### src/logic/usb_out_ep_pkg.sv
// constants, register layout and state types for the out endpoint control
`default_nettype none

package usb_out_ep_pkg;
  // register indices; byte address is four times the index
  localparam logic [7:0] CSR_IDX = 8'h14;
  localparam logic [7:0] MODE_IDX = 8'h15;
  localparam logic [11:0] CSR_ADDR = {2'h0, CSR_IDX, 2'h0};
  localparam logic [11:0] MODE_ADDR = {2'h0, MODE_IDX, 2'h0};
  // out_ep_ctrl_status_reg fields
  localparam int B_CLR_TOGGLE = 7;
  localparam int B_STALL_SENT = 6;
  localparam int B_SEND_STALL = 5;
  localparam int B_FLUSH = 4;
  localparam int B_DATA_ERR = 3;
  localparam int B_OVERRUN = 2;
  localparam int B_FULL = 1;
  localparam int B_PKT_READY = 0;
  // out_ep_mode_reg fields
  localparam int B_DBUF_EN = 7;
  localparam int B_ISO_EN = 6;
  // reset values
  localparam logic [7:0] CSR_RST = 8'h00;
  localparam logic [1:0] MODE_RST = 2'h0;
  localparam logic [1:0] PKT_CNT_RST = 2'h0;
  // fifo shape: one data byte plus an end-of-packet mark
  localparam int FIFO_DEPTH = 8;
  localparam int FIFO_WIDTH = 9;
  // packets held when full, single and double buffered
  localparam logic [1:0] PKTS_SINGLE = 2'h1;
  localparam logic [1:0] PKTS_DOUBLE = 2'h2;

  typedef enum logic [1:0] {
    RX_IDLE = 2'b00,
    RX_STORE = 2'b01,
    RX_DROP = 2'b10,
    RX_STALL = 2'b11
  } rx_state_t;
endpackage

`default_nettype wire

### src/logic/usb_out_ep_ctrl.sv
// out endpoint control and status logic with its packet fifo
//
// Our own choice: the APB interface to the registers.
`timescale 1ns/1ps
`default_nettype none

// plain synchronous fifo, valid/ready on both sides
module out_pkt_fifo #(
  parameter int WIDTH = 9,
  parameter int DEPTH = 8
) (
  // clock and reset
  input wire logic pclk,
  input wire logic presetn,
  // fill side
  input wire logic in_valid,
  output logic in_ready,
  input wire logic [WIDTH-1:0] in_data,
  // drain side
  output logic out_valid,
  input wire logic out_ready,
  output logic [WIDTH-1:0] out_data
);
  localparam int AW = $clog2(DEPTH);
  logic [WIDTH-1:0] mem [DEPTH];
  logic [AW:0] wptr_ff;
  logic [AW:0] rptr_ff;
  wire push = in_valid && in_ready;
  wire pop = out_valid && out_ready;

  // extra pointer bit tells full from empty
  assign out_valid = (wptr_ff != rptr_ff);
  assign in_ready = !((wptr_ff[AW] != rptr_ff[AW]) &&
                      (wptr_ff[AW-1:0] == rptr_ff[AW-1:0]));
  assign out_data = mem[rptr_ff[AW-1:0]];

  always_ff @(posedge pclk) begin
    if (push) begin
      mem[wptr_ff[AW-1:0]] <= in_data;
    end
  end

  always_ff @(posedge pclk or negedge presetn) begin
    if (!presetn) begin
      wptr_ff <= '0;
      rptr_ff <= '0;
    end else begin
      if (push) wptr_ff <= wptr_ff + 1'b1;
      if (pop) rptr_ff <= rptr_ff + 1'b1;
    end
  end
endmodule

// Overview of operation
// - writing one to clear_toggle zeroes the data toggle and the bit reads 0.
// - every stall handshake sent sets stall_sent_flag until software clears it.
// - while send_stall_ctrl is one, out requests are answered with stall.
// - in isochronous mode send_stall_ctrl has no effect on the answer.
// - a flush write drops the oldest queued packet, pops its bytes up to the end mark, clears ready.
// - the flush bit clears itself once the flush has finished.
// - an isochronous packet with no room is dropped and sets overrun_flag.
// - overrun_flag stays set from the first lost packet until cleared.
// - full shows two packets when double buffered, else one packet.
// - a bulk packet received sets out_packet_ready and raises an event.
// - with two packets queued, ready sets again after software clears it.
// - the iso enable picks bulk/interrupt at zero, isochronous at one.
// - an iso packet with crc error is stored, flagged ready and data error.
module usb_out_ep_ctrl
  import usb_out_ep_pkg::*;
(
  // apb slave
  input wire logic pclk,
  input wire logic presetn,
  input wire logic psel,
  input wire logic penable,
  input wire logic pwrite,
  input wire logic [11:0] paddr,
  input wire logic [31:0] pwdata,
  output logic [31:0] prdata,
  output logic pready,
  output logic pslverr,
  // packet engine: one out token plus data packet
  input wire logic link_sop,
  input wire logic link_valid,
  output logic link_ready,
  input wire logic [7:0] link_data,
  input wire logic link_eop,
  input wire logic link_crc_err,
  // handshake answers and toggle state
  output logic resp_ack,
  output logic resp_nak,
  output logic resp_stall,
  output logic data_toggle,
  // packet unload port
  output logic out_rd_valid,
  input wire logic out_rd_ready,
  output logic [7:0] out_rd_data,
  output logic out_rd_last,
  // event to the controller interrupt block
  output logic ep_event
);
  rx_state_t rx_state_ff, nxt_rx_state;
  logic stall_sent_ff, send_stall_ff, flush_ff, data_err_ff, overrun_ff;
  logic pkt_ready_ff, toggle_ff, dbuf_ff, iso_ff;
  logic [1:0] pkt_cnt_ff, nxt_pkt_cnt;
  logic ack_ff, nak_ff, stall_ff, event_ff;
  logic fifo_in_ready, fifo_out_valid, fifo_out_ready;
  logic [FIFO_WIDTH-1:0] fifo_out_data;
  logic [7:0] csr_rd, mode_rd;

  // apb decode; zero wait state, unmapped access errors
  wire csr_hit = (paddr == CSR_ADDR);
  wire mode_hit = (paddr == MODE_ADDR);
  wire acc = psel && penable;
  wire wr_csr = acc && pwrite && csr_hit;
  wire wr_mode = acc && pwrite && mode_hit;
  assign pready = acc;
  assign pslverr = acc && !(csr_hit || mode_hit);

  // software events decoded from a control/status write
  wire sw_clr_toggle = wr_csr && pwdata[B_CLR_TOGGLE];
  wire sw_clr_stall_sent = wr_csr && !pwdata[B_STALL_SENT];
  wire sw_clr_overrun = wr_csr && !pwdata[B_OVERRUN];
  wire sw_clr_ready = wr_csr && !pwdata[B_PKT_READY] && pkt_ready_ff &&
                      !flush_ff;
  wire sw_clr_data_err = (wr_csr && !pwdata[B_DATA_ERR]) || sw_clr_ready;
  // flush only starts when a packet is there to drop
  wire sw_flush = wr_csr && pwdata[B_FLUSH] && !flush_ff &&
                  (pkt_cnt_ff != PKT_CNT_RST);

  // full level follows the buffering mode
  wire [1:0] pkt_limit = dbuf_ff ? PKTS_DOUBLE : PKTS_SINGLE;
  wire fifo_full_pkts = (pkt_cnt_ff >= pkt_limit);
  // stall only counts outside isochronous mode
  wire stall_eff = send_stall_ff && !iso_ff;

  // packet end outcomes; the end mark counts only once its byte is taken,
  // so a last byte held back by a full fifo is neither lost nor counted
  wire eop_taken = link_eop && link_valid && link_ready;
  wire eop_store = eop_taken && (rx_state_ff == RX_STORE);
  wire eop_drop = eop_taken && (rx_state_ff == RX_DROP);
  wire eop_stall = eop_taken && (rx_state_ff == RX_STALL);
  wire set_data_err = eop_store && iso_ff && link_crc_err;
  wire set_overrun = eop_drop && iso_ff;

  // flush drains words up to the packet end mark
  wire flush_pop = flush_ff && fifo_out_valid;
  wire flush_done = flush_pop && fifo_out_data[8];
  assign fifo_out_ready = flush_ff || out_rd_ready;
  assign out_rd_valid = fifo_out_valid && !flush_ff;
  assign out_rd_data = fifo_out_data[7:0];
  assign out_rd_last = fifo_out_data[8];

  // bytes of a dropped packet are sunk so the link never hangs
  wire store_byte = (rx_state_ff == RX_STORE) && link_valid;
  assign link_ready = (rx_state_ff == RX_STORE) ? fifo_in_ready : 1'b1;

  out_pkt_fifo #(
    .WIDTH(FIFO_WIDTH),
    .DEPTH(FIFO_DEPTH)
  ) u_fifo (
    .pclk(pclk),
    .presetn(presetn),
    .in_valid(store_byte),
    .in_ready(fifo_in_ready),
    .in_data({link_eop, link_data}),
    .out_valid(fifo_out_valid),
    .out_ready(fifo_out_ready),
    .out_data(fifo_out_data)
  );

  // receive decision is made at the token so no byte needs rewinding
  always_comb begin
    nxt_rx_state = rx_state_ff;
    case (rx_state_ff)
      RX_IDLE: begin
        if (link_sop && stall_eff) begin
          nxt_rx_state = RX_STALL;
        end else if (link_sop && fifo_full_pkts) begin
          nxt_rx_state = RX_DROP;
        end else if (link_sop) begin
          nxt_rx_state = RX_STORE;
        end
      end
      RX_STORE, RX_DROP, RX_STALL: begin
        if (eop_taken) nxt_rx_state = RX_IDLE;
      end
      default: nxt_rx_state = RX_IDLE;
    endcase
  end

  // packet count: one in per stored packet, one out per ready clear or flush
  always_comb begin
    nxt_pkt_cnt = pkt_cnt_ff;
    if (eop_store && !(sw_clr_ready || flush_done)) begin
      nxt_pkt_cnt = pkt_cnt_ff + 2'h1;
    end else if (!eop_store && (sw_clr_ready || flush_done)) begin
      nxt_pkt_cnt = pkt_cnt_ff - 2'h1;
    end
  end

  always_ff @(posedge pclk or negedge presetn) begin
    if (!presetn) begin
      rx_state_ff <= RX_IDLE;
      pkt_cnt_ff <= PKT_CNT_RST;
    end else begin
      rx_state_ff <= nxt_rx_state;
      pkt_cnt_ff <= nxt_pkt_cnt;
    end
  end

  // sticky flags; a hardware set wins over a same-cycle software clear
  always_ff @(posedge pclk or negedge presetn) begin
    if (!presetn) begin
      stall_sent_ff <= CSR_RST[B_STALL_SENT];
      data_err_ff <= CSR_RST[B_DATA_ERR];
      overrun_ff <= CSR_RST[B_OVERRUN];
    end else begin
      if (eop_stall) stall_sent_ff <= 1'b1;
      else if (sw_clr_stall_sent) stall_sent_ff <= 1'b0;
      if (set_data_err) data_err_ff <= 1'b1;
      else if (sw_clr_data_err) data_err_ff <= 1'b0;
      if (set_overrun) overrun_ff <= 1'b1;
      else if (sw_clr_overrun) overrun_ff <= 1'b0;
    end
  end

  // software controls, flush bit and mode bits
  always_ff @(posedge pclk or negedge presetn) begin
    if (!presetn) begin
      send_stall_ff <= CSR_RST[B_SEND_STALL];
      flush_ff <= CSR_RST[B_FLUSH];
      dbuf_ff <= MODE_RST[1];
      iso_ff <= MODE_RST[0];
    end else begin
      if (wr_csr) send_stall_ff <= pwdata[B_SEND_STALL];
      if (sw_flush) flush_ff <= 1'b1;
      else if (flush_done) flush_ff <= 1'b0;
      if (wr_mode) begin
        dbuf_ff <= pwdata[B_DBUF_EN];
        iso_ff <= pwdata[B_ISO_EN];
      end
    end
  end

  // packet ready drops for one cycle on clear, so a second packet
  // shows as a fresh rising edge and a fresh event
  always_ff @(posedge pclk or negedge presetn) begin
    if (!presetn) begin
      pkt_ready_ff <= CSR_RST[B_PKT_READY];
    end else if (sw_clr_ready || flush_ff) begin
      pkt_ready_ff <= 1'b0;
    end else if (pkt_cnt_ff != PKT_CNT_RST) begin
      pkt_ready_ff <= 1'b1;
    end
  end

  // data toggle flips on every acknowledged bulk packet
  always_ff @(posedge pclk or negedge presetn) begin
    if (!presetn) begin
      toggle_ff <= 1'b0;
    end else if (sw_clr_toggle) begin
      toggle_ff <= 1'b0;
    end else if (eop_store && !iso_ff) begin
      toggle_ff <= !toggle_ff;
    end
  end

  // handshakes; isochronous packets get no handshake at all
  always_ff @(posedge pclk or negedge presetn) begin
    if (!presetn) begin
      ack_ff <= 1'b0;
      nak_ff <= 1'b0;
      stall_ff <= 1'b0;
      event_ff <= 1'b0;
    end else begin
      ack_ff <= eop_store && !iso_ff;
      nak_ff <= eop_drop && !iso_ff;
      stall_ff <= eop_stall;
      event_ff <= eop_stall || set_overrun ||
                  (!pkt_ready_ff && !sw_clr_ready && !flush_ff &&
                   (pkt_cnt_ff != PKT_CNT_RST));
    end
  end
  assign resp_ack = ack_ff;
  assign resp_nak = nak_ff;
  assign resp_stall = stall_ff;
  assign data_toggle = toggle_ff;
  assign ep_event = event_ff;

  // read view; clear_toggle and unused bits read as zero
  assign csr_rd = {1'b0, stall_sent_ff, send_stall_ff, flush_ff,
                   data_err_ff, overrun_ff, fifo_full_pkts,
                   pkt_ready_ff};
  assign mode_rd = {dbuf_ff, iso_ff, 6'h00};
  assign prdata = csr_hit ? {24'h000000, csr_rd} :
                  mode_hit ? {24'h000000, mode_rd} : 32'h00000000;
endmodule

`default_nettype wire

### config.mk
export PLATFORM = sky130hd
export DESIGN_NAME = usb_out_ep_ctrl
export DESIGN_NICKNAME = d
export VERILOG_FILES = /design/src/logic/usb_out_ep_pkg.sv /design/src/logic/usb_out_ep_ctrl.sv
export SDC_FILE = /design/constraint.sdc
export NUM_CORES = 1
export LEC_CHECK = 0
export BUFFER_PORTS_ARGS = -buffer_cell sky130_fd_sc_hd__buf_4
export CAP_MARGIN = 20
export CORE_MARGIN = 2
export CORE_UTILIZATION = 40
export CTS_BUF_LIST = sky130_fd_sc_hd__clkbuf_4
export CTS_CLUSTER_DIAMETER = 200
export DETAILED_ROUTE_END_ITERATION = 6
export MAX_ROUTING_LAYER = met4
export PLACE_DENSITY = 0.74
export SLEW_MARGIN = 30
export SYNTH_ARGS = -nofsm -noshare
export SYNTH_HDL_FRONTEND = slang
export SYNTH_SLANG_ARGS = --single-unit
### constraint.sdc
create_clock -name pclk -period 3.25 [get_ports pclk]
set_input_delay 0.325 -clock pclk [delete_from_list [all_inputs] [get_ports pclk]]
set_output_delay 0.325 -clock pclk [all_outputs]
set_load 0.01 [all_outputs]
# Word level (Yosys, flattened, before mapping)
# Memory sizes are Yosys's and may differ from the RTL's.
# Cells that the tools add are included.
dict set report totals {
  regBits 25
  ram_bits 72
  input_bits 62
  output_inout_bits 50
  wordCells 129
  mem_count 1
}
# name words width read_ports rd_clocked_by_memory_dff wr line_no
set mem_list {}
lappend mem_list {u_fifo.mem 8 9 1 0 1 usb_out_ep_ctrl.sv:25} ;# logic [WIDTH-1:0] mem [DEPTH];
dict set report op_classes {
  n_addsub 4
  n_lt_le_gt_ge 1
  eq_ne 10
  mux 25
  reduce_logical 71
}
# cell count
set ops {}
lappend ops {{logical AND 1 bit} 40}
lappend ops {{equality test 12 x 7 -> 1 bit (second input constant)} 2}
lappend ops {{two-way mux 8 bit} 2}
lappend ops {{nonzero test 2 bit} 8}
lappend ops {{two-way mux 1 bit} 15}
lappend ops {{two-way mux 2 bit} 7}
lappend ops {{logical NOT 1 bit} 13}
lappend ops {{adder 4 x 1 -> 4 bit (second input constant)} 2}
lappend ops {{logical OR 1 bit} 7}
lappend ops {{equality test 2 bit (second input constant)} 2}
lappend ops {{!= test 4 bit} 1}
lappend ops {{!= test 4 bit (second input constant)} 1}
lappend ops {{one-hot mux 2 bit (2 select lines)} 1}
lappend ops {{equality test 3 bit} 1}
lappend ops {{OR reduction 3 bit} 1}
lappend ops {{adder 2 x 1 -> 2 bit (second input constant)} 1}
lappend ops {{equality test 2 x 1 -> 1 bit (second input constant)} 1}
lappend ops {{greater-or-equal comparator 2 bit} 1}
lappend ops {{logical NOT 2 bit} 1}
lappend ops {{!= test 2 bit (second input constant)} 1}
lappend ops {{AND reduction 2 bit} 1}
lappend ops {{subtractor 2 x 1 -> 2 bit (second input constant)} 1}
lappend ops {{!= test 1 bit} 1}

# Longest topological paths before layout
# Gate-level depths: netlist of run 1.
dict set report depth {
  ltp_word 11
  depth_mapped 10
  ltp_nobuf 9
}

# Cells and area by module
# Synthesis of run 1 repeated with hierarchy kept, for this count alone.
dict set report unflattened {
  hier_cells 290
  area_unflattened_um2 4519.3
}
# module n_inst cells_each area_each_um2 seq_area_each_um2
set by_module_without_submodules {}
lappend by_module_without_submodules {out_pkt_fifo 1 165 3364.5 2362.3}
lappend by_module_without_submodules {usb_out_ep_ctrl 1 125 1154.9 425.4}

# Least setup slack after synthesis of run 1
# OpenSTA, ideal clock, no wires.
dict set report synth_path {
  kind {reg-to-reg}
  start {reg u_fifo.rptr_ff[0]}
  end {mem u_fifo.mem[0][0] (enable)}
  setup_time_ps 399
  arrival_time_ps 2194
  t_required_ps 2851
  path_slack_ps 657
  path_stages_with_launch 7
  path_buffers 2
  synth_period_minus_slack_ps 2593
  cell_sequence {dfrtp_1 buf_2 buf_6 xor2_2 o41a_1 nand2_1 nor4_1}
}
dict set report synth_between {
  elab_chain_cells 6
}
# item line_no
set synth_lines {}
lappend synth_lines {{from (decl)} usb_out_ep_ctrl.sv:27} ;# logic [AW:0] rptr_ff;
lappend synth_lines {{from (signal assigned)} usb_out_ep_ctrl.sv:49} ;# if (pop) rptr_ff <= rptr_ff + 1'b1;
lappend synth_lines {{equality test 3 bit} usb_out_ep_ctrl.sv:34} ;# (wptr_ff[AW-1:0] == rptr_ff[AW-1:0]));
lappend synth_lines {{logical AND 1 bit} usb_out_ep_ctrl.sv:33} ;# assign in_ready = !((wptr_ff[AW] != rptr_ff[AW]) &&
lappend synth_lines {{logical NOT 1 bit} usb_out_ep_ctrl.sv:33}
lappend synth_lines {{logical AND 1 bit} usb_out_ep_ctrl.sv:28} ;# wire push = in_valid && in_ready;
lappend synth_lines {{two-way mux 1 bit} usb_out_ep_ctrl.sv:38} ;# if (push) begin
lappend synth_lines {{two-way mux 1 bit (implied by the code)} usb_out_ep_ctrl.sv:39} ;# mem[wptr_ff[AW-1:0]] <= in_data;
lappend synth_lines {{to (decl)} usb_out_ep_ctrl.sv:25}
# No other way between the ends.

# Worst setup path after layout of run 1
dict set report layout_path {
  start {reg u_fifo.rptr_ff[0]}
  end {out out_rd_data[4]}
}
dict set report layout_between {
  elab_chain_cells 1
}
# item line_no
set layout_lines {}
lappend layout_lines {{memory read (8 x 9 bit)} -}
lappend layout_lines {{to (decl)} usb_out_ep_ctrl.sv:97} ;# output logic [7:0] out_rd_data,
# No other way between the ends.

==> metrics.txt, run 1 <==
max-capacitance violation count=0; Total GRT Usage=0.1487; Clk Latency, worst-skew pair=0.46 ns; crit-path leading delay family=multiplexers; WL met1=3395 um; Synth Area in XOR/XNOR=0.02993; Max-slew headroom=0.6246; Area contributors post-synth=edfxtp_1 50%, dfrtp_1 14%, mux4_2 8.8%; simple logic cell fraction of the synthesized area=0.09669; Tmin final=2.813 ns; DR DRC count=0; CTS clk-pin slew, worst paths=0.14 ns; post-synthesis compound-gate area fraction=0.02647; Tcrit/Tclk final=0.8657; clock root cell=clkbuf_4; Netlist Area Pre-Place=4348 um2; Setup WS pre-CTS=0.5858 ns; share of cells above drive strength 1=0.3750; CTS H-tree depth=3; f_max=0.3554 GHz; final antenna-violating net count=0; Critical Path Start Type=register; met2 wire length=4100 um; initial antenna violation count=0; die area=11,720 um2; Setup crit end kind=output port; Crit Path Category=register to output port; Crit path largest cell delay=0.66 ns; Rows=38; unrepaired setup endpoints after global routing=false; Vias=2,406; status=finished, final reports clean; mux cell area share after synthesis=0.1353; post-synth cell types=43; Pwr Total=3.495 mW; Final HPWL DP=5434 um; GRT Residual Overflow=0; largest net degree at the start of global routing=26; Initial DRC Count=102; Seq/Total Area, Yosys=0.6412; Yosys warnings=0; critical path's slowest cell=dfrtp_1; endpoints failing hold=0; Die H=108.3 um; adder-cell share of the synthesized area=0.01439; Layout area overhead=17.12%; CTS buffer count=9; main combinational cell family by area after synthesis=multiplexers; first-pass GRT wire length=12,560 um; Post-synth ARST share=0.2577; number of global-route vias before repair=2,435; CP most frequent cell=buf_4; share of the synthesized area in the top cell type=0.4973; Resize count post-CTS=0; commonest non-fill, non-tap cell in the layout=buf_4; Hold Crit Class=input port to register; CTS tree=yes; Core Box Area=10,750 um2; post-synth top area cell=edfxtp_1; Mean Syn Cell Area=15.99 um2; routed len/inst=15.89 um; number of enable flip-flop cells after synthesis=72; post-synthesis cell count=272; crit-path cells=buf_4 -> mux4_2 -> mux2_2 -> buf_4; port buffer count=62; Max Slew Vio Count=0; # IOs=112; Worst VDD drop=0.2511 mV; DR top layer=met4; Max Clock Skew=0.01586 ns; post-route core utilization=0.4739; Max clock buf depth=2; Tightest Pin Transition=0.5590 ns; pwr/cell area=686.2 nW/um2; final setup fails=0; Synth Register Bits=97; final WL=7819 um; hold buffer count at cts=1; crit path max fanout=16; Fin Setup TNS=0 ns; Setup WS post-layout=0.4365 ns; die width=108.3 um; ys flop type=edfxtp_1; ANT cells=0; Nets=414; most frequent cells in the layout=73 x buf_4, 72 x edfxtp_1, 25 x dfrtp_1, 24 x conb_1, 17 x mux4_2; Leak Pwr=1.962 nW; WP data required=2.92 ns; Via density=4.890; Post-CTS Setup Repair Bufs=0; CP arrival=2.49 ns; Initial Utilization=0.4046; drt pass-1 iters=7; Crit path buffers/inverters=2; GP Congestion=0.7872; routed wl met3=207 um; CTS sink cnt=97
==> registers in the layout, indices dropped and copies added, names as in the netlist, 2 cells and up <==
| name | cells |
|---|---|
| u_fifo.mem | 72 |
| u_fifo.rptr_ff | 4 |
| u_fifo.wptr_ff | 4 |
| pkt_cnt_ff | 2 |
| rx_state_ff | 2 |
==> logic make-up after synthesis <==
family                     Yosys count
and+or+nand+nor                     66
DFF                                 97
AOI/OAI and AO/OA                   17
muxes                               35
adders and majority gates            5
xor gates and xnor gates            14
buffers and inverters               37
other                                1
==> cells in the mapped netlist, types with 2 or more instances <==
cell type,instances
buf_2,3
a21oi_1,2
xnor2_1,7
a31oi_1,2
and3_1,2
xor2_1,6
dfrtp_1,25
mux2_2,16
nor4_4,3
nor3_1,9
nand4_1,2
nor2_1,10
edfxtp_1,72
inv_1,4
nor2b_1,5
mux4_2,17
and2_1,6
ha_1,5
o21ai_0,5
a211oi_1,2
nand3_1,4
nand2b_1,8
buf_4,24
nor4_1,2
nand2_1,10
clkbuf_1,4
==> per-layer routing <==
metal  track usage  up-vias
li1              -     1133
met1        0.1863     1221
met2        0.2390       43
met3       0.03134        9
met4       0.05586        0
met5             -        -
==> area by class of cell <==
cell class                 instances  area (um2)
clock buffer                       9       67.56
clock inverter                     7       76.32
fill                             947        5653
inverter                           4       15.01
multi-input combinational        161        1413
sequential                        97        2788
tap                              140       175.2
timing repair buffer              74       558.0
==> through the flow <==
stage	hold slack, ns	cell area (um2)	std cells
floorplan	0.02941	4434	295
global placement	0.2473	4938	475
detailed placement	0.2525	4938	475
CTS	0.01170	5092	492
global route	0.02335	5092	492
finish	0.04130	5092	492
==> final timing paths <==
kind	depth (start not counted)	end	slack [ns]	startpoint
worst min register to register	1	u_fifo.rptr_ff[3]	0.50	u_fifo.rptr_ff[3]
worst max-delay path	4	out_rd_data[4]	0.44	u_fifo.rptr_ff[0]
worst min-delay path	2	data_toggle	0.04	pwdata[7]
worst max register to register	8	pkt_cnt_ff[1]	0.67	u_fifo.rptr_ff[0]
max in group asynchronous	2	resp_ack	2.71	presetn
min in group asynchronous	2	ep_event	0.30	presetn
==> report_power, final <==
| group | internal [mW] | switching (mW) |
|---|---|---|
| clock | 0.243 | 0.410 |
| sequential | 1.46 | 0.166 |
| combinational | 0.654 | 0.565 |
==> worst reg2reg max path: cells and delay by family (launching register included) <==
kind,cells,cell delay [ns]
xor gates and xnor gates,2,0.32
buffers and inverters,1,0.41
adders and majority gates,1,0.28
and+or+nand+nor,3,0.68
AOI/OAI and AO/OA,1,0.19
DFF,1,0.66
Power figures use the tool's default switching activity.
==> run 2: changes to the inputs <==
Settings changed: REMOVE_ABC_BUFFERS set to 1.
==> metrics.txt, run 2 (same netlist as run 1, synthesis figures left out) <==
part of the power in registers=0.467 (was 0.465); most frequent cells in the layout=75 x buf_4, 72 x edfxtp_1, 25 x dfrtp_1, 24 x conb_1, 17 x mux4_2 (was 73 x buf_4, 72 x edfxtp_1, 25 x dfrtp_1, 24 x conb_1, 17 x mux4_2); Initial Utilization=0.4046 (unchanged); total placed instance area=4947 um2 (was 4938 um2); final setup fails=0 (unchanged); Layout area overhead=16.86% (was 17.12%); CTS buffer count=9 (unchanged); Rows=38 (unchanged); Crit path largest cell delay=0.61 ns (was 0.66 ns); WP data required=2.92 ns (about the same); pwr/cell area=677.0 nW/um2 (was 686.2 nW/um2); Max Slew Vio Count=0 (unchanged); Clk Latency, worst-skew pair=0.45 ns (was 0.46 ns); reg-to-reg slack, setup=0.79 ns (was 0.67 ns); # IOs=112 (unchanged); Tmin final=2.644 ns (was 2.813 ns); final WL=7778 um (was 7819 um); Total GRT Usage=0.1432 (was 0.1487); Sw Share=0.3272 (was 0.3262); reg2reg start=u_fifo.rptr_ff[0] (unchanged); Internal=2.315 mW (was 2.355 mW); Initial DRC Count=134 (was 102); CP arrival=2.32 ns (was 2.49 ns); Tcrit/Tclk final=0.8134 (was 0.8657); Critical path origin=u_fifo.rptr_ff[0] (unchanged); f_max=0.3783 GHz (was 0.3554 GHz); Setup crit end kind=output port (unchanged); crit path capture=out_rd_data[3] (was out_rd_data[4]); CTS sink cnt=97 (unchanged); port buffer count=62 (unchanged); endpoints failing hold=0 (unchanged); DR DRC count=0 (unchanged); critical path's slowest cell=dfrtp_1 (unchanged); Critical Path Start Type=register (unchanged); Max-slew headroom=0.6145 (was 0.6246); share of cells above drive strength 1=0.3842 (was 0.3750); Hold Crit Class=input port to register (unchanged); final instance area=5081 um2 (was 5092 um2); FILL cells=931 (was 947); Worst VDD drop=0.2811 mV (was 0.2511 mV); max-capacitance violation count=0 (unchanged); CTS H-tree depth=3 (unchanged); crit-path leading delay family=multiplexers (unchanged); multi-input logic area=1409 um2 (was 1413 um2); reg2reg end=pkt_cnt_ff[1] (unchanged); status=finished, final reports clean (unchanged); Pwr Total=3.440 mW (was 3.495 mW); GP Congestion=0.8346 (was 0.7872); P_sw=1.126 mW (was 1.140 mW); unrepaired setup endpoints after global routing=false (unchanged); crit path max fanout=9 (was 16); GRT Residual Overflow=0 (unchanged); Largest register FFs=72 (unchanged); Fin Setup TNS=0 ns (unchanged); clock root cell=clkbuf_4 (unchanged); Nets=416 (was 414); Max clock buf depth=2 (unchanged); CTS clk-pin slew, worst paths=0.14 ns (about the same); routed len/inst=15.74 um (was 15.89 um); Core Box Area=10,750 um2 (unchanged); Via density=4.949 (was 4.890); commonest non-fill, non-tap cell in the layout=buf_4 (unchanged); ANT cells=0 (unchanged); die width=108.3 um (unchanged); die area=11,720 um2 (unchanged); Crit path depth=4 (unchanged); final antenna-violating net count=0 (unchanged); Leak Pwr=1.963 nW (was 1.962 nW); CP most frequent cell=buf_4 (unchanged); drt pass-1 iters=4 (was 7); Clock power frac=0.166 (was 0.187); crit-path cells=buf_4 -> mux4_2 -> mux2_2 -> buf_4 (unchanged); first-pass GRT wire length=11,850 um (was 12,560 um); initial antenna violation count=0 (unchanged); gr busiest metal=met2 (unchanged); M1 GR Usage=0.1781 (was 0.1863); largest net degree at the start of global routing=26 (unchanged); R2R depth=7 (was 8); Crit path buffers/inverters=2 (unchanged); Crit Path Category=register to output port (unchanged); register area=2788 um2 (unchanged); Max Clock Skew=0.01251 ns (was 0.01586 ns); met3 Track Usage GR=0.02592 (was 0.03134); number of global-route vias before repair=2,327 (was 2,435); GRT met2 Usage=0.2278 (was 0.2390); Final HPWL DP=5243 um (was 5434 um); CTS tree=yes (unchanged); Comb pwr share=0.367 (was 0.349); Vias=2,445 (was 2,406); Tightest Pin Transition=0.5777 ns (was 0.5590 ns); Die H=108.3 um (unchanged)
## run 2: repair_timing
item | CTS | global route
hold buffers | 1 | 0
resized for setup | 0 | 0
hold endpoints to repair | 25 | 0
setup buffers | 0 | 0
## run 2: worst min-delay path by stage
stage              start           to  slack [ns]  cells past startpoint
3_5_place_dp     presetn   resp_stall        0.25                      1
6_report       pwdata[7]  data_toggle        0.06                      2
5_1_grt        pwdata[7]  data_toggle        0.02                      2
3_3_place_gp     presetn   resp_stall        0.24                      1
2_1_floorplan    presetn  data_err_ff        0.03                      0
4_1_cts        pwdata[7]  data_toggle        0.03                      2
## run 2: metal layers
metal | wire (um) | vias up
met5 | 0 | -
met2 | 3983 | 67
met3 | 318 | 13
met1 | 3308 | 1229
li1 | - | 1136
met4 | 169 | 0
## run 2: power by group through the flow
stage	sequential, mW	clock [mW]	combinational [mW]
finish	1.61	0.570	1.26
global placement	1.63	0	1.25
global route	1.63	0.638	1.39
CTS	1.61	0.587	1.29
floorplan	1.69	0	0.747
detailed placement	1.64	0	1.28
## run 2: cell type report
type / instances / share of cell area
sequential: 97 / 0.5486
multi-input combinational: 161 / 0.2773
clock buffer: 11 / 0.01625
timing repair buffer: 76 / 0.1128
inverter: 4 / 0.002955
tap: 140 / 0.03447
clock inverter: 5 / 0.007634
## run 2: per-stage QoR
stage / hold slack [ns] / instances / setup WS, ns / util
global route: 0.02390 / 494 / 0.4643 / 0.4729
floorplan: 0.02941 / 262 / 0.2269 / -
global placement: 0.2437 / 477 / 0.8020 / 0.4604
detailed placement: 0.2457 / 477 / 0.7878 / 0.4604
finish: 0.05552 / 494 / 0.6064 / 0.4729
CTS: 0.03280 / 494 / 0.5361 / 0.4726
==> run 3: changes to the inputs <==
Settings changed: ABC_AREA set to 1, PLACE_DENSITY 0.74 to 0.76.
Clock period 3.25 ns to 2.3 ns, I/O delays scaled along.
==> metrics.txt, run 3 <==
max-capacitance violation count=0 (unchanged); most frequent cells in the layout=93 x nand2_1, 76 x buf_4, 72 x edfxtp_1, 63 x nor2_1, 44 x inv_1 (was 75 x buf_4, 72 x edfxtp_1, 25 x dfrtp_1, 24 x conb_1, 17 x mux4_2); Comb pwr share=0.415 (was 0.367); Crit path buffers/inverters=3 (was 2); Tcrit/Tclk final=0.9315; P_sw=2.135 mW (was 1.126 mW); M1 GR Usage=0.1933 (was 0.1781); Core Box Area=10,940 um2 (was 10,750 um2); crit path capture=out_rd_data[0] (was out_rd_data[3]); Synth Register Bits=97 (unchanged); filler-free cell count of the finished design=683 (was 494); crit-path leading delay family=buffers and inverters (was multiplexers); routed len/inst=13.98 um (was 15.74 um); Area contributors post-synth=edfxtp_1 48%, dfrtp_1 14%, nand2_1 7.7% (was edfxtp_1 50%, dfrtp_1 14%, mux4_2 8.8%); commonest cells in the netlist=93 x nand2_1, 72 x edfxtp_1, 63 x nor2_1 (was 72 x edfxtp_1, 25 x dfrtp_1, 24 x buf_4); CTS clk-pin slew, worst paths=0.14 ns (about the same); port buffer count=62 (unchanged); R2R depth=11 (was 7); gr busiest metal=met2 (unchanged); first-pass GRT wire length=15,590 um (was 11,850 um); GRT met2 Usage=0.2744 (was 0.2278); clock root cell=clkbuf_4 (unchanged); FILL cells=992 (was 931); crit path max fanout=16 (was 9); share of cells above drive strength 1=0.2026 (was 0.3842); Layout area overhead=19.25% (was 16.86%); Hold Crit Class=input port to register (unchanged); Pwr Total=5.338 mW (was 3.440 mW); CTS H-tree depth=3 (unchanged); Netlist Area Pre-Place=4529 um2 (was 4348 um2); Seq/Total Area, Yosys=0.6155 (was 0.6412); Min Hold Slack=0.06923 ns (was 0.05552 ns); Vias=3,340 (was 2,445); Crit Path Category=register to output port (unchanged); die area=12,190 um2 (was 11,720 um2); CTS tree=yes (unchanged); number of global-route vias before repair=3,338 (was 2,327); die width=110.4 um (was 108.3 um); Sw Share=0.4000 (was 0.3272); Crit path largest cell delay=0.49 ns (was 0.61 ns); GRT Residual Overflow=0 (unchanged); largest net degree at the start of global routing=33 (was 26); CTS sink cnt=97 (unchanged); final antenna-violating net count=0 (unchanged); Initial Utilization=0.4142 (was 0.4046); GP Congestion=0.8211 (was 0.8346); Post-synth ARST share=0.2577 (unchanged); most frequent cell after synthesis=nand2_1 (was edfxtp_1); Yosys warnings=0 (unchanged); Critical path origin=u_fifo.rptr_ff[1] (was u_fifo.rptr_ff[0]); Initial DRC Count=236 (was 134); Clk Latency, worst-skew pair=0.44 ns (was 0.45 ns); CTS buffer count=9 (unchanged); Rows=38 (unchanged); Largest register FFs=72 (unchanged); Setup WS post-layout=0.1575 ns (was 0.6064 ns); Total GRT Usage=0.1650 (was 0.1432); Final HPWL DP=6580 um (was 5243 um); Internal=3.203 mW (was 2.315 mW); met3 Track Usage GR=0.04226 (was 0.02592); critical path's slowest cell=dfrtp_1 (unchanged); post-route core utilization=0.4939 (was 0.4729); Mean Syn Cell Area=10.07 um2 (was 15.99 um2); Max clock buf depth=2 (unchanged); Worst VDD drop=0.4456 mV (was 0.2811 mV); DR DRC count=0 (unchanged); Max Slew Vio Count=0 (unchanged); commonest non-fill, non-tap cell in the layout=nand2_1 (was buf_4); Setup crit end kind=output port (unchanged); Via density=4.890 (was 4.949); part of the power in registers=0.429 (was 0.467); initial antenna violation count=0 (unchanged); Crit path depth=7 (was 4); Clock power frac=0.157 (was 0.166); Setup WS pre-CTS=0.3025 ns (was 0.7878 ns); crit-path cells=inv_1 -> buf_4 -> o21ai_0 -> o22ai_1 -> nand2_1 -> nand2_1 -> buf_4 (was buf_4 -> mux4_2 -> mux2_2 -> buf_4); Critical Path Start Type=register (unchanged); hold path startpoint=link_eop (was pwdata[7]); ys flop type=edfxtp_1 (unchanged); endpoints failing hold=0 (unchanged); unrepaired setup endpoints after global routing=false (unchanged); f_max=0.4667 GHz; reg-to-reg slack, setup=0.33 ns (was 0.79 ns); Die H=110.4 um (was 108.3 um); Leak Pwr=2.346 nW (was 1.963 nW); CP arrival=1.91 ns (was 2.32 ns); Nets=605 (was 416); post-synthesis cell count=450 (was 272); final setup fails=0 (unchanged); ANT cells=0 (unchanged); pwr/cell area=988.2 nW/um2 (was 677.0 nW/um2); # IOs=112 (unchanged); reg2reg start=u_fifo.rptr_ff[1] (was u_fifo.rptr_ff[0]); Tmin final=2.143 ns; Inst Count DP=653 (was 477); post-synth cell types=36 (was 43); WP data required=2.07 ns (was 2.92 ns); Max Clock Skew=0.01990 ns (was 0.01251 ns); final WL=9546 um (was 7778 um); drt pass-1 iters=5 (was 4); reg2reg end=pkt_cnt_ff[1] (unchanged); share of the synthesized area in the top cell type=0.4773 (was 0.4973); post-synth top area cell=edfxtp_1 (unchanged); number of enable flip-flop cells after synthesis=72 (unchanged); status=finished, final reports clean (unchanged)
==> run 3: cell types whose count changed in the layout (fill, tap and decap cells not counted), moves of 16 or more <==
cell,before,now
o22ai_1,0,16
inv_1,4,44
o21ai_0,5,33
nand2_1,10,93
mux4_2,17,0
mux2_2,16,0
nor2_1,9,63
==> run 3: stage by stage <==
step / instance area [um2] / TNS, ns
floorplan: 4374 / -0.1433
global route: 5401 / 0
global placement: 5127 / 0
detailed placement: 5127 / 0
finish: 5401 / 0
CTS: 5386 / 0
==> run 3: how the worst min path moves through the flow <==
stage,to,slack [ns],cells after the start
4_1_cts,u_fifo.mem[6][8],0.03,1
3_3_place_gp,data_err_ff,0.15,1
5_1_grt,u_fifo.mem[7][8],0.03,1
6_report,u_fifo.mem[7][8],0.07,1
3_5_place_dp,data_err_ff,0.16,1
2_1_floorplan,data_err_ff,-0.07,0
==> run 3: area by class of cell <==
| type | count | area, um2 | share of cell area |
|---|---|---|---|
| Tap cell | 140 | 175.2 | 0.03243 |
| Inverter | 47 | 178.9 | 0.03312 |
| Sequential cell | 97 | 2789 | 0.5163 |
| Multi-Input combinational cell | 292 | 1408 | 0.2606 |
| Clock buffer | 9 | 67.56 | 0.01251 |
| Timing Repair Buffer | 91 | 723.2 | 0.1339 |
| Clock inverter | 7 | 60.06 | 0.01112 |
==> run 3: cells by family after synthesis <==
kind of cell,count (synthesis),synth area share
compound gates,67,0.08067
xor+xnor,5,0.01133
fa+ha+maj,5,0.01381
buf+inv,84,0.09282
flops,97,0.6155
other cells,1,0.0008279
simple gates,191,0.1851
==> run 3: power by group through the flow <==
stage                     clock network, mW  registers [mW]  logic, mW
final                                 0.836            2.29       2.21
after CTS                             0.869            2.29       2.21
after detailed placement                  0            2.32       2.19
after global routing                  0.943            2.32       2.48
after global placement                    0            2.31       2.10
after floorplan                           0            2.35       1.31
==> run 3: timing repair <==
item,4_1_cts,5_1_grt
hold buffers,13,0
hold endpoints to repair,94,0
resized for setup,1,2
pin swaps,0,1
setup buffers,0,1
endpoints found under the setup margin,2,8
==> run 3: per-layer routing <==
metal / up-vias / share of wire / wire length, um
li1: 1632 / - / -
met3: 12 / 0.074 / 702
met5: - / 0 / 0
met2: 143 / 0.51 / 4916
met4: 0 / 0.012 / 111
met1: 1553 / 0.40 / 3815
